`config.mk`:
```
export PLATFORM = sky130hd
export DESIGN_NAME = adc_sequencer_control
export DESIGN_NICKNAME = d
export VERILOG_FILES = /design/src/shared/adc_ctrl_pkg.sv /design/src/hw/adc_tad_divider.sv /design/src/hw/adc_sequencer_control.sv
export SDC_FILE = /design/constraint.sdc
export NUM_CORES = 1
export LEC_CHECK = 0
export ABC_CLOCK_PERIOD_IN_PS = 4900
export BUFFER_PORTS_ARGS = -buffer_cell sky130_fd_sc_hd__buf_4
export CAP_MARGIN = 20
export CORE_MARGIN = 5
export CORE_UTILIZATION = 25
export DETAILED_ROUTE_END_ITERATION = 16
export PLACE_DENSITY = 0.43
export SETUP_SLACK_MARGIN = 0.05
export SYNTH_ARGS = -nofsm -noshare
export SYNTH_HDL_FRONTEND = slang
export SYNTH_HIERARCHICAL = 1
export SYNTH_SLANG_ARGS = --single-unit
```
`constraint.sdc`:
```
create_clock -name CLK_IN -period 4.9 [get_ports CLK_IN]
set_input_delay 0.245 -clock CLK_IN [delete_from_list [all_inputs] [get_ports CLK_IN]]
set_output_delay 0.245 -clock CLK_IN [all_outputs]
set_load 0.1 [all_outputs]
```
`src/shared/adc_ctrl_pkg.sv`:
```
// Purpose: Constants and carrier types for the converter sequencer control block
// Assumes: APB with 32-bit data, one aligned word per register
// Notes: Register indices are kept as printed; byte address is four times the index
package adc_ctrl_pkg;
  // ==========================================================================
  // Register map (indices; byte address = index * 4)
  localparam logic [7:0] IDX_RESULT_HIGH = 8'h1E;
  localparam logic [7:0] IDX_CONTROL = 8'h1F;
  localparam logic [7:0] IDX_RESULT_LOW = 8'h9E;
  localparam logic [7:0] IDX_ANALOG_SEL = 8'h9F;
  localparam logic [7:0] IDX_STATUS = 8'hA0;
  localparam logic [7:0] IDX_IRQ_CTRL = 8'hA1;
  localparam int ADDR_LSB = 2;

  // ==========================================================================
  // Control register fields
  localparam int CTL_JUSTIFY_BIT = 7;
  localparam int CTL_REFSEL_BIT = 6;
  localparam int CTL_CHAN_LO = 2;
  localparam int CTL_GO_BIT = 1;
  localparam int CTL_ON_BIT = 0;
  localparam logic [7:0] CTL_WRITE_MASK = 8'hCF;
  localparam logic [7:0] CTL_RESET = 8'h00;

  // ==========================================================================
  // Analog select / clock register fields
  localparam int ASEL_CLK_LO = 4;
  localparam logic [7:0] ASEL_WRITE_MASK = 8'h7F;
  localparam logic [7:0] ASEL_RESET = 8'h0F;

  // Status and interrupt-control register fields
  localparam int STS_DONE_BIT = 0;
  localparam int STS_BUSY_BIT = 1;
  localparam int STS_POWERED_BIT = 2;
  localparam int STS_WAKE_BIT = 3;
  localparam int IRQ_DONE_EN_BIT = 0;
  localparam int IRQ_PERIPH_EN_BIT = 1;
  localparam int IRQ_GLOBAL_EN_BIT = 2;

  // ==========================================================================
  // Timing
  localparam int CLK_MHZ = 125;
  localparam int RC_MAX_KHZ = 500;
  localparam int RC_DIV = (CLK_MHZ * 1000 + 2 * RC_MAX_KHZ - 1) / (2 * RC_MAX_KHZ);
  localparam int CONV_PERIODS = 11;
  localparam int GAP_PERIODS = 2;
  localparam int INSTR_CYCLES = 4;
  localparam logic [2:0] CLK_RC_LOW = 3'h3;

  // Sequencer states
  typedef enum logic [2:0] {ST_IDLE, ST_DELAY, ST_CONVERT, ST_GAP} seq_state_t;

  // Result carrier
  typedef struct packed {
    logic [7:0] high;
    logic [7:0] low;
  } result_pair_t;

  // Pin control carrier
  typedef struct packed {
    logic [3:0] analog;
    logic [3:0] digital_in_en;
    logic [3:0] pullup_en;
    logic [3:0] ioc_en;
  } pin_ctrl_t;
endpackage

```
`src/hw/adc_tad_divider.sv`:
```
// Purpose: Conversion bit-period enable generator
// Assumes: Single clock; divider codes follow the clock-select field
// Notes: Emits one-cycle pulses at the selected divided rate
`timescale 1ns/1ps
module adc_tad_divider
(
  // Clock and reset
  input wire logic clk_in,
  input wire logic srst_in,
  // Control
  input wire logic run_in,
  input wire logic [2:0] sel_in,
  // Enable out
  output logic tick_out
);
  // ==========================================================================
  // Period select
  logic [7:0] half_r;
  logic [7:0] cnt_r;
  logic [7:0] half_nxt;

  // Period in system clocks; x11 uses the RC-equivalent rate
  always_comb
  begin
    unique case (sel_in)
      3'h0: half_nxt = 8'h02;
      3'h4: half_nxt = 8'h04;
      3'h1: half_nxt = 8'h08;
      3'h5: half_nxt = 8'h10;
      3'h2: half_nxt = 8'h20;
      3'h6: half_nxt = 8'h40;
      default: half_nxt = 8'(adc_ctrl_pkg::RC_DIV * 2);
    endcase
  end

  // Counter restarts whenever the sequencer is idle
  always_ff @(posedge clk_in)
  begin
    if (srst_in || !run_in)
    begin
      cnt_r <= 8'h00;
      half_r <= half_nxt;
    end
    else if (cnt_r == half_r - 8'h01)
      cnt_r <= 8'h00;
    else
      cnt_r <= cnt_r + 8'h01;
  end

  assign tick_out = run_in && (cnt_r == half_r - 8'h01);
endmodule

```
`src/hw/adc_sequencer_control.sv`:
```
// Purpose: Register file and conversion sequencer for a 10-bit converter
// Assumes: APB slave, 125 MHz clock, sampler core outside this block
// Notes: The analog core returns its code on SAMPLE_CODE_IN when asked
//
// The APB interface to the registers is this design's own decision.
`timescale 1ns/1ps
// Functional notes
// Justify bit set gives right-justified result, clear gives left-justified.
// Reference bit set picks the external reference pin, else the supply.
// Control bits five and four always read zero.
// Channel field routes analog inputs zero to three to the sampler.
// Writing go starts a conversion; it reads one until finished.
// Converter-on enables the converter; off means fully powered down.
// Clock field maps codes to divide by 2..64; x11 picks RC.
// The RC conversion clock never exceeds 500 kHz.
// Each analog-select bit makes its pin analog when set.
// Analog pins lose digital input, pull-up and change interrupt.
// Software sets the direction of used analog pins to input.
// Software waits acquisition time before setting go.
// Software clears done, enables done, peripheral and global interrupts.
// Software polls go low or waits for the interrupt.
// At least two bit periods between a conversion and next acquisition.
// On completion go clears and the result pair loads.
// Conversion in Sleep is only possible with the RC clock.
// With RC clock the start is delayed one instruction cycle.
// Enabled done interrupt in Sleep wakes the core, vector or continue.
// Done in Sleep with interrupt off powers down, on bit stays.
// Sleep with non-RC clock aborts and powers down, on bit stays.
// A conversion lasts eleven bit periods.
// Completion sets the done flag and requests an enabled interrupt.
// Clearing go mid-conversion keeps the old result, then gap, reacquire.
// Right format: low holds eight LSBs; left: high holds eight MSBs.
// Unused result bits read zero.
// Reset aborts conversion and resets controls, results are kept.
module adc_sequencer_control
(
  // Clock and reset
  input wire logic CLK_IN,
  input wire logic SRST_IN,
  // APB slave
  input wire logic PSEL_IN,
  input wire logic PENABLE_IN,
  input wire logic PWRITE_IN,
  input wire logic [31:0] PADDR_IN,
  input wire logic [31:0] PWDATA_IN,
  output logic [31:0] PRDATA_OUT,
  output logic PREADY_OUT,
  output logic PSLVERR_OUT,
  // Core power state
  input wire logic SLEEP_IN,
  output logic WAKE_OUT,
  output logic VECTOR_OUT,
  output logic IRQ_REQ_OUT,
  // Analog core
  input wire logic [9:0] SAMPLE_CODE_IN,
  output logic [1:0] CHANNEL_OUT,
  output logic REF_EXT_OUT,
  output logic CONV_POWER_OUT,
  output logic SAMPLE_HOLD_OUT,
  output logic CODE_STROBE_OUT,
  // Pin control
  output adc_ctrl_pkg::pin_ctrl_t PIN_CTRL_OUT
);
  // ==========================================================================
  // Registers
  logic [7:0] control_r;
  logic [7:0] analog_sel_r;
  logic [7:0] irq_ctrl_r;
  adc_ctrl_pkg::result_pair_t result_r;
  logic done_flag_r;
  logic powered_down_r;
  logic wake_r;
  logic sleep_s1_r;
  logic sleep_s2_r;
  logic [9:0] code_r;
  adc_ctrl_pkg::seq_state_t state_r;
  logic [3:0] tad_cnt_r;
  logic [2:0] delay_cnt_r;
  logic [31:0] prdata_r;

  // ==========================================================================
  // Decode
  logic [7:0] idx;
  logic wr_en;
  logic rd_en;
  logic mapped;
  logic [7:0] wdata;
  logic go_write_set;
  logic go_write_clear;
  logic clk_is_rc;
  logic tick;
  logic run_tad;
  logic finish;
  logic abort_sw;
  logic abort_sleep;
  logic [7:0] control_rd;

  assign idx = PADDR_IN[adc_ctrl_pkg::ADDR_LSB +: 8];
  assign wdata = PWDATA_IN[7:0];
  assign wr_en = PSEL_IN && PENABLE_IN && PWRITE_IN;
  assign rd_en = PSEL_IN && !PENABLE_IN && !PWRITE_IN; // Setup phase loads read data
  assign mapped = (idx == adc_ctrl_pkg::IDX_RESULT_HIGH) ||
                  (idx == adc_ctrl_pkg::IDX_CONTROL) ||
                  (idx == adc_ctrl_pkg::IDX_RESULT_LOW) ||
                  (idx == adc_ctrl_pkg::IDX_ANALOG_SEL) ||
                  (idx == adc_ctrl_pkg::IDX_STATUS) ||
                  (idx == adc_ctrl_pkg::IDX_IRQ_CTRL);
  assign go_write_set = wr_en && (idx == adc_ctrl_pkg::IDX_CONTROL) &&
                        wdata[adc_ctrl_pkg::CTL_GO_BIT];
  assign go_write_clear = wr_en && (idx == adc_ctrl_pkg::IDX_CONTROL) &&
                          !wdata[adc_ctrl_pkg::CTL_GO_BIT];
  // Low two bits of 11 mark RC; top bit is a don't-care
  assign clk_is_rc = (analog_sel_r[adc_ctrl_pkg::ASEL_CLK_LO +: 2] ==
                      adc_ctrl_pkg::CLK_RC_LOW[1:0]);

  // Zero-wait slave; unmapped addresses flag an error
  assign PREADY_OUT = 1'b1;
  assign PSLVERR_OUT = PSEL_IN && PENABLE_IN && !mapped;

  // ==========================================================================
  // Sleep synchroniser, the core's sleep line is treated as external
  always_ff @(posedge CLK_IN)
  begin
    if (SRST_IN)
    begin
      sleep_s1_r <= 1'b0;
      sleep_s2_r <= 1'b0;
    end
    else
    begin
      sleep_s1_r <= SLEEP_IN;
      sleep_s2_r <= sleep_s1_r;
    end
  end

  // ==========================================================================
  // Bit-period timebase
  assign run_tad = (state_r == adc_ctrl_pkg::ST_CONVERT) ||
                   (state_r == adc_ctrl_pkg::ST_GAP);

  adc_tad_divider u_div
  (
    .clk_in(CLK_IN),
    .srst_in(SRST_IN),
    .run_in(run_tad),
    .sel_in(analog_sel_r[adc_ctrl_pkg::ASEL_CLK_LO +: 3]),
    .tick_out(tick)
  );

  // Sleep kills a non-RC conversion; software clear is an abort too
  assign abort_sleep = sleep_s2_r && !clk_is_rc &&
                       (state_r == adc_ctrl_pkg::ST_CONVERT ||
                        state_r == adc_ctrl_pkg::ST_DELAY);
  assign abort_sw = go_write_clear && (state_r == adc_ctrl_pkg::ST_CONVERT ||
                                       state_r == adc_ctrl_pkg::ST_DELAY);
  assign finish = (state_r == adc_ctrl_pkg::ST_CONVERT) && tick &&
                  (tad_cnt_r == 4'(adc_ctrl_pkg::CONV_PERIODS - 1)) &&
                  !abort_sw && !abort_sleep;

  // ==========================================================================
  // Sequencer
  always_ff @(posedge CLK_IN)
  begin
    if (SRST_IN)
    begin
      state_r <= adc_ctrl_pkg::ST_IDLE;
      tad_cnt_r <= 4'h0;
      delay_cnt_r <= 3'h0;
    end
    else
    begin
      unique case (state_r)
        adc_ctrl_pkg::ST_IDLE:
        begin
          tad_cnt_r <= 4'h0;
          delay_cnt_r <= 3'h0;
          if (go_write_set && control_r[adc_ctrl_pkg::CTL_ON_BIT] && !powered_down_r)
            state_r <= clk_is_rc ? adc_ctrl_pkg::ST_DELAY : adc_ctrl_pkg::ST_CONVERT;
        end
        adc_ctrl_pkg::ST_DELAY:
        begin
          delay_cnt_r <= delay_cnt_r + 3'h1;
          if (abort_sw || abort_sleep)
            state_r <= adc_ctrl_pkg::ST_GAP;
          else if (delay_cnt_r == 3'(adc_ctrl_pkg::INSTR_CYCLES - 1))
            state_r <= adc_ctrl_pkg::ST_CONVERT;
        end
        adc_ctrl_pkg::ST_CONVERT:
        begin
          if (abort_sw || abort_sleep)
          begin
            state_r <= adc_ctrl_pkg::ST_GAP;
            tad_cnt_r <= 4'h0;
          end
          else if (finish)
          begin
            state_r <= adc_ctrl_pkg::ST_GAP;
            tad_cnt_r <= 4'h0;
          end
          else if (tick)
            tad_cnt_r <= tad_cnt_r + 4'h1;
        end
        adc_ctrl_pkg::ST_GAP:
        begin
          if (tick)
          begin
            tad_cnt_r <= tad_cnt_r + 4'h1;
            if (tad_cnt_r == 4'(adc_ctrl_pkg::GAP_PERIODS - 1))
              state_r <= adc_ctrl_pkg::ST_IDLE;
          end
        end
      endcase
    end
  end

  // Capture code from the core on every clock while converting
  always_ff @(posedge CLK_IN)
  begin
    if (SRST_IN)
      code_r <= 10'h000;
    else if (state_r == adc_ctrl_pkg::ST_CONVERT)
      code_r <= SAMPLE_CODE_IN;
  end

  // ==========================================================================
  // Control register; go is held by hardware while busy
  always_ff @(posedge CLK_IN)
  begin
    if (SRST_IN)
      control_r <= adc_ctrl_pkg::CTL_RESET;
    else
    begin
      if (wr_en && idx == adc_ctrl_pkg::IDX_CONTROL)
        control_r <= wdata & adc_ctrl_pkg::CTL_WRITE_MASK;
      if (go_write_set && !(control_r[adc_ctrl_pkg::CTL_ON_BIT] && !powered_down_r &&
          state_r == adc_ctrl_pkg::ST_IDLE))
        control_r[adc_ctrl_pkg::CTL_GO_BIT] <= 1'b0; // Not ready: start refused
      if (finish || abort_sleep)
        control_r[adc_ctrl_pkg::CTL_GO_BIT] <= 1'b0;
    end
  end

  // Analog select and clock register
  always_ff @(posedge CLK_IN)
  begin
    if (SRST_IN)
      analog_sel_r <= adc_ctrl_pkg::ASEL_RESET;
    else if (wr_en && idx == adc_ctrl_pkg::IDX_ANALOG_SEL)
      analog_sel_r <= wdata & adc_ctrl_pkg::ASEL_WRITE_MASK;
  end

  // Interrupt enables mirrored for wake and vector decisions
  always_ff @(posedge CLK_IN)
  begin
    if (SRST_IN)
      irq_ctrl_r <= 8'h00;
    else if (wr_en && idx == adc_ctrl_pkg::IDX_IRQ_CTRL)
      irq_ctrl_r <= {5'h00, wdata[2:0]};
  end

  // ==========================================================================
  // Result pair: loaded only on a full conversion, kept over reset
  always_ff @(posedge CLK_IN)
  begin
    if (finish)
    begin
      if (control_r[adc_ctrl_pkg::CTL_JUSTIFY_BIT])
        result_r <= {6'h00, code_r[9:8], code_r[7:0]};
      else
        result_r <= {code_r[9:2], code_r[1:0], 6'h00};
    end
  end

  // Done flag: set wins over a software clear
  always_ff @(posedge CLK_IN)
  begin
    if (SRST_IN)
      done_flag_r <= 1'b0;
    else if (finish)
      done_flag_r <= 1'b1;
    else if (wr_en && idx == adc_ctrl_pkg::IDX_STATUS && wdata[adc_ctrl_pkg::STS_DONE_BIT])
      done_flag_r <= 1'b0;
  end

  // Sleep power-down while the on bit stays set
  always_ff @(posedge CLK_IN)
  begin
    if (SRST_IN)
      powered_down_r <= 1'b0;
    else if (abort_sleep)
      powered_down_r <= 1'b1;
    else if (finish && sleep_s2_r && !irq_ctrl_r[adc_ctrl_pkg::IRQ_DONE_EN_BIT])
      powered_down_r <= 1'b1;
    else if (!sleep_s2_r || !control_r[adc_ctrl_pkg::CTL_ON_BIT])
      powered_down_r <= 1'b0;
  end

  // Wake pulse on an enabled completion during Sleep
  always_ff @(posedge CLK_IN)
  begin
    if (SRST_IN)
      wake_r <= 1'b0;
    else
      wake_r <= finish && sleep_s2_r && irq_ctrl_r[adc_ctrl_pkg::IRQ_DONE_EN_BIT];
  end

  // ==========================================================================
  // Read path
  always_comb
  begin
    control_rd = control_r & adc_ctrl_pkg::CTL_WRITE_MASK;
    control_rd[adc_ctrl_pkg::CTL_GO_BIT] = control_r[adc_ctrl_pkg::CTL_GO_BIT] ||
                                         (state_r == adc_ctrl_pkg::ST_CONVERT) ||
                                         (state_r == adc_ctrl_pkg::ST_DELAY);
  end

  // Read flop loads in setup; one cycle stale against a same-cycle finish
  always_ff @(posedge CLK_IN)
  begin
    if (SRST_IN)
      prdata_r <= 32'h0000_0000;
    else if (rd_en)
    begin
      unique case (idx)
        adc_ctrl_pkg::IDX_RESULT_HIGH: prdata_r <= {24'h000000, result_r.high};
        adc_ctrl_pkg::IDX_CONTROL: prdata_r <= {24'h000000, control_rd};
        adc_ctrl_pkg::IDX_RESULT_LOW: prdata_r <= {24'h000000, result_r.low};
        adc_ctrl_pkg::IDX_ANALOG_SEL: prdata_r <= {24'h000000, analog_sel_r};
        adc_ctrl_pkg::IDX_STATUS: prdata_r <= {28'h0000000, wake_r, powered_down_r,
                                             run_tad, done_flag_r};
        adc_ctrl_pkg::IDX_IRQ_CTRL: prdata_r <= {24'h000000, irq_ctrl_r};
        default: prdata_r <= 32'h0000_0000;
      endcase
    end
  end

  // Loaded in setup, so the word stands through the zero-wait access cycle
  assign PRDATA_OUT = prdata_r;

  // ==========================================================================
  // Outputs to core and analog front end
  assign IRQ_REQ_OUT = done_flag_r && irq_ctrl_r[adc_ctrl_pkg::IRQ_DONE_EN_BIT] &&
                       irq_ctrl_r[adc_ctrl_pkg::IRQ_PERIPH_EN_BIT];
  assign WAKE_OUT = wake_r;
  assign VECTOR_OUT = wake_r && irq_ctrl_r[adc_ctrl_pkg::IRQ_GLOBAL_EN_BIT];
  assign CHANNEL_OUT = control_r[adc_ctrl_pkg::CTL_CHAN_LO +: 2];
  assign REF_EXT_OUT = control_r[adc_ctrl_pkg::CTL_REFSEL_BIT];
  assign CONV_POWER_OUT = control_r[adc_ctrl_pkg::CTL_ON_BIT] && !powered_down_r;
  // Sampler tracks whenever powered and not converting
  assign SAMPLE_HOLD_OUT = (state_r == adc_ctrl_pkg::ST_CONVERT);
  assign CODE_STROBE_OUT = finish;
  assign PIN_CTRL_OUT.analog = analog_sel_r[3:0];
  assign PIN_CTRL_OUT.digital_in_en = ~analog_sel_r[3:0];
  assign PIN_CTRL_OUT.pullup_en = ~analog_sel_r[3:0];
  assign PIN_CTRL_OUT.ioc_en = ~analog_sel_r[3:0];
endmodule

```
==> qor.csv <==
stage,metric,value,unit
clocking,number of H-tree levels,3,
power_and_ir_drop,pwr dens,314,nW/µm²
final_layout,"commonest non-fill, non-tap cell in the layout",buf_4,
placement,setup slack at placement,718,ps
timing,Final Max Slew Viols,0,
clocking,CTS max path bufs,2,
synth,"Distinct cells, synth",66,
floorplanning,starting density of the core,0.252,
synth,Area contributors post-synth,"dfxtp_1 26%, edfxtp_1 16%, buf_4 6.8%",
routing,Total Wirelength,10200,µm
final_layout,filler cell count,1823,
timing,Final period util,0.916,
critical_path,Crit. End Element,primary output,
synth,"FF+latch count, synth",79,
global_route,initial antenna violation count,0,
placement,Placer Congestion,0.725,
critical_path,FF-to-FF setup slack,810,ps
min_path,Hold Crit Class,in -> reg,
critical_path,WP data arrival,4250,ps
critical_path,CP Class,reg -> out,
routing,DR WL/cell,14.5,µm
power_and_ir_drop,VDD IR max,165,µV
timing,Final Hold Fails,0,
global_route,vias in the first global route,3147,
timing,Final Skew,3.68,ps
placement,Port-buffer cells,65,
timing,Worst Max-Slew Pin Slew,949,ps
clocking,clock slew at reported path FFs,60,ps
critical_path,crit-path max FO,9,
global_route,largest net degree at the start of global routing,52,
synth,Yosys top cell area share,0.260,
critical_path,Register-to-Register Path Depth,13,
power_and_ir_drop,Lkg Pwr,2.11,nW
synth,syn avg cell area,9.87,µm²
floorplanning,core area,17100,µm²
timing,setup_tns,0,ps
clocking,# hold bufs at CTS,0,
final_layout,area delta synth->final,19.1,%
critical_path,launching element type of the critical path,flop,
synth,Yosys warnings,6,
routing,drt pass-1 iters,5,
floorplanning,io pins,139,
synth,Cells after Synth,437,
synth,Post-synth ARST share,0,
global_route,first-pass GRT wire length,16500,µm
timing,Slew headroom,0.368,
floorplanning,Core Rows,48,
synth,Post-synth EDFFs,23,
min_path,Hold Crit Depth,3,
status,outcome,finished clean,
floorplanning,die area,20000,µm²
final_layout,diodes inserted,0,
timing,RSZ-0062 raised after global routing,false,
timing,WHS,134,ps
placement,dpl hpwl,7730,µm
clocking,cts bufs inserted,9,
critical_path,worst endpoint required time,4660,ps
clocking,worst skew pair latency,340,ps
synth,Synth area leader,dfxtp_1,
clocking,Clock Root Buffer,clkbuf_16,
power_and_ir_drop,PnR Total Power,0.00161,W
synth,post-synthesis sequential area ratio,0.420,
final_layout,share of post-route cells with drive strength above 1,0.228,
global_route,global route total overflow,0,
clocking,number of clock sinks,79,
global_route,total track usage,0.105,
final_layout,# nets final,571,
routing,via count,3142,
timing,fmax,223,MHz
timing,final critical-path required period,4490,ps
synth,synthesized area,4310,µm²
routing,vias per cell,4.44,
floorplanning,Die Ht,141,µm
routing,DR iter-0 viols,80,
routing,antenna-violating nets left,0,
clocking,CTS tree,done,
synth,Main synth FF type,dfxtp_1,
floorplanning,chip width,141,µm
clocking,Post-CTS Setup Inserts,0,
job,Max-Cap Viols,0,
clocking,# resized after CTS,0,
final_layout,Finished Layout Cells,708,
routing,# DRC,0,
final_layout,most frequent cells in the layout,"68 x buf_4, 56 x dfxtp_1, 49 x nor2_1, 25 x conb_1",
placement,placed insts,693,
timing,fin worst setup slack,409,ps
timing,final setup vio count,0,
metrics by stage:
step / cell area (µm²) / util
floorplan: 4400 / -
global placement: 4790 / 0.280
detailed placement: 4790 / 0.280
CTS: 5130 / 0.300
global route: 5130 / 0.300
finish: 5130 / 0.300
final cells by class:
class	instances	area (µm²)	area share
multi-input combinational	296	2090	0.407
sequential	79	1810	0.353
timing repair buffer	68	510	0.0994
tap	225	282	0.0548
clock buffer	10	239	0.0465
clock inverter	5	106	0.0207
inverter	25	93.8	0.0183
state kept, by name (all words and copies together), names as in the netlist:
signal	cells
u_div/cnt_r	8
control_r	6
result_r	16
analog_sel_r	7
done_flag_r	1
sleep_s2_r	1
irq_ctrl_r	3
tad_cnt_r	4
u_div/half_r	7
state_r	2
WAKE_OUT	1
PRDATA_OUT	8
powered_down_r	1
delay_cnt_r	3
code_r	10
sleep_s1_r	1
worst max-delay path, cell delays in order, from the launching register on:
cell,delay (ps)
edfxtp_1,530
inv_1,90
ha_1,290
nand2b_1,170
or4_1,410
a211oi_1,260
a211o_2,230
and3_1,350
nand4b_1,250
or4_1,650
inv_1,290
buf_4,360
worst paths after layout:
check | to | startpoint
worst min-delay path | code_r[0] | SAMPLE_CODE_IN[0]
worst max register to register | powered_down_r | u_div/half_r[1]
worst min register to register | sleep_s2_r | sleep_s1_r
worst max-delay path | CODE_STROBE_OUT | u_div/half_r[1]
synth_stat cells (5+ instances only):
library cell	n
a211oi_1	7
a21oi_1	11
a22oi_1	5
and2_1	9
and3_1	6
buf_4	39
clkbuf_1	13
dfxtp_1	56
edfxtp_1	23
ha_1	12
inv_1	24
mux2_2	6
mux2i_1	24
mux4_2	5
nand2_1	19
nand2b_1	5
nand3_1	8
nor2_1	49
nor2b_1	11
nor3_1	9
o21ai_0	8
or4_1	5
xor2_1	8
logic make-up (layout without fill, tap and decap cells):
| kind of cell | Yosys count | after routing | synth area share |
|---|---|---|---|
| xor gates and xnor gates | 12 | 12 | 0.0244 |
| muxes | 35 | 35 | 0.0975 |
| adders and majority gates | 12 | 12 | 0.0348 |
| and+or+nand+nor | 150 | 150 | 0.201 |
| AOI/OAI and AO/OA | 62 | 62 | 0.106 |
| buffers and inverters | 85 | 108 | 0.115 |
| other | 2 | 25 | 0.00174 |
| DFF | 79 | 79 | 0.420 |
power by group:
part           internal [W]  switching (W)  total (W)  leakage [nW]
logic             0.0000298       0.000130   0.000160          1.24
clock network      0.000509       0.000271   0.000781         0.165
registers          0.000671     0.00000140   0.000672         0.708
layer usage:
| layer | vias to the layer above | share of wire | global-route usage | wire length [µm] |
|---|---|---|---|---|
| met3 | 10 | 0.059 | 0.0334 | 608 |
| met2 | 83 | 0.46 | 0.163 | 4710 |
| met1 | 1490 | 0.47 | 0.139 | 4790 |
| met5 | - | 0 | 0 | 0 |
| met4 | 0 | 0.013 | 0.0326 | 137 |
| li1 | 1559 | - | - | - |
No activity file was read; power rests on OpenSTA's default activity.
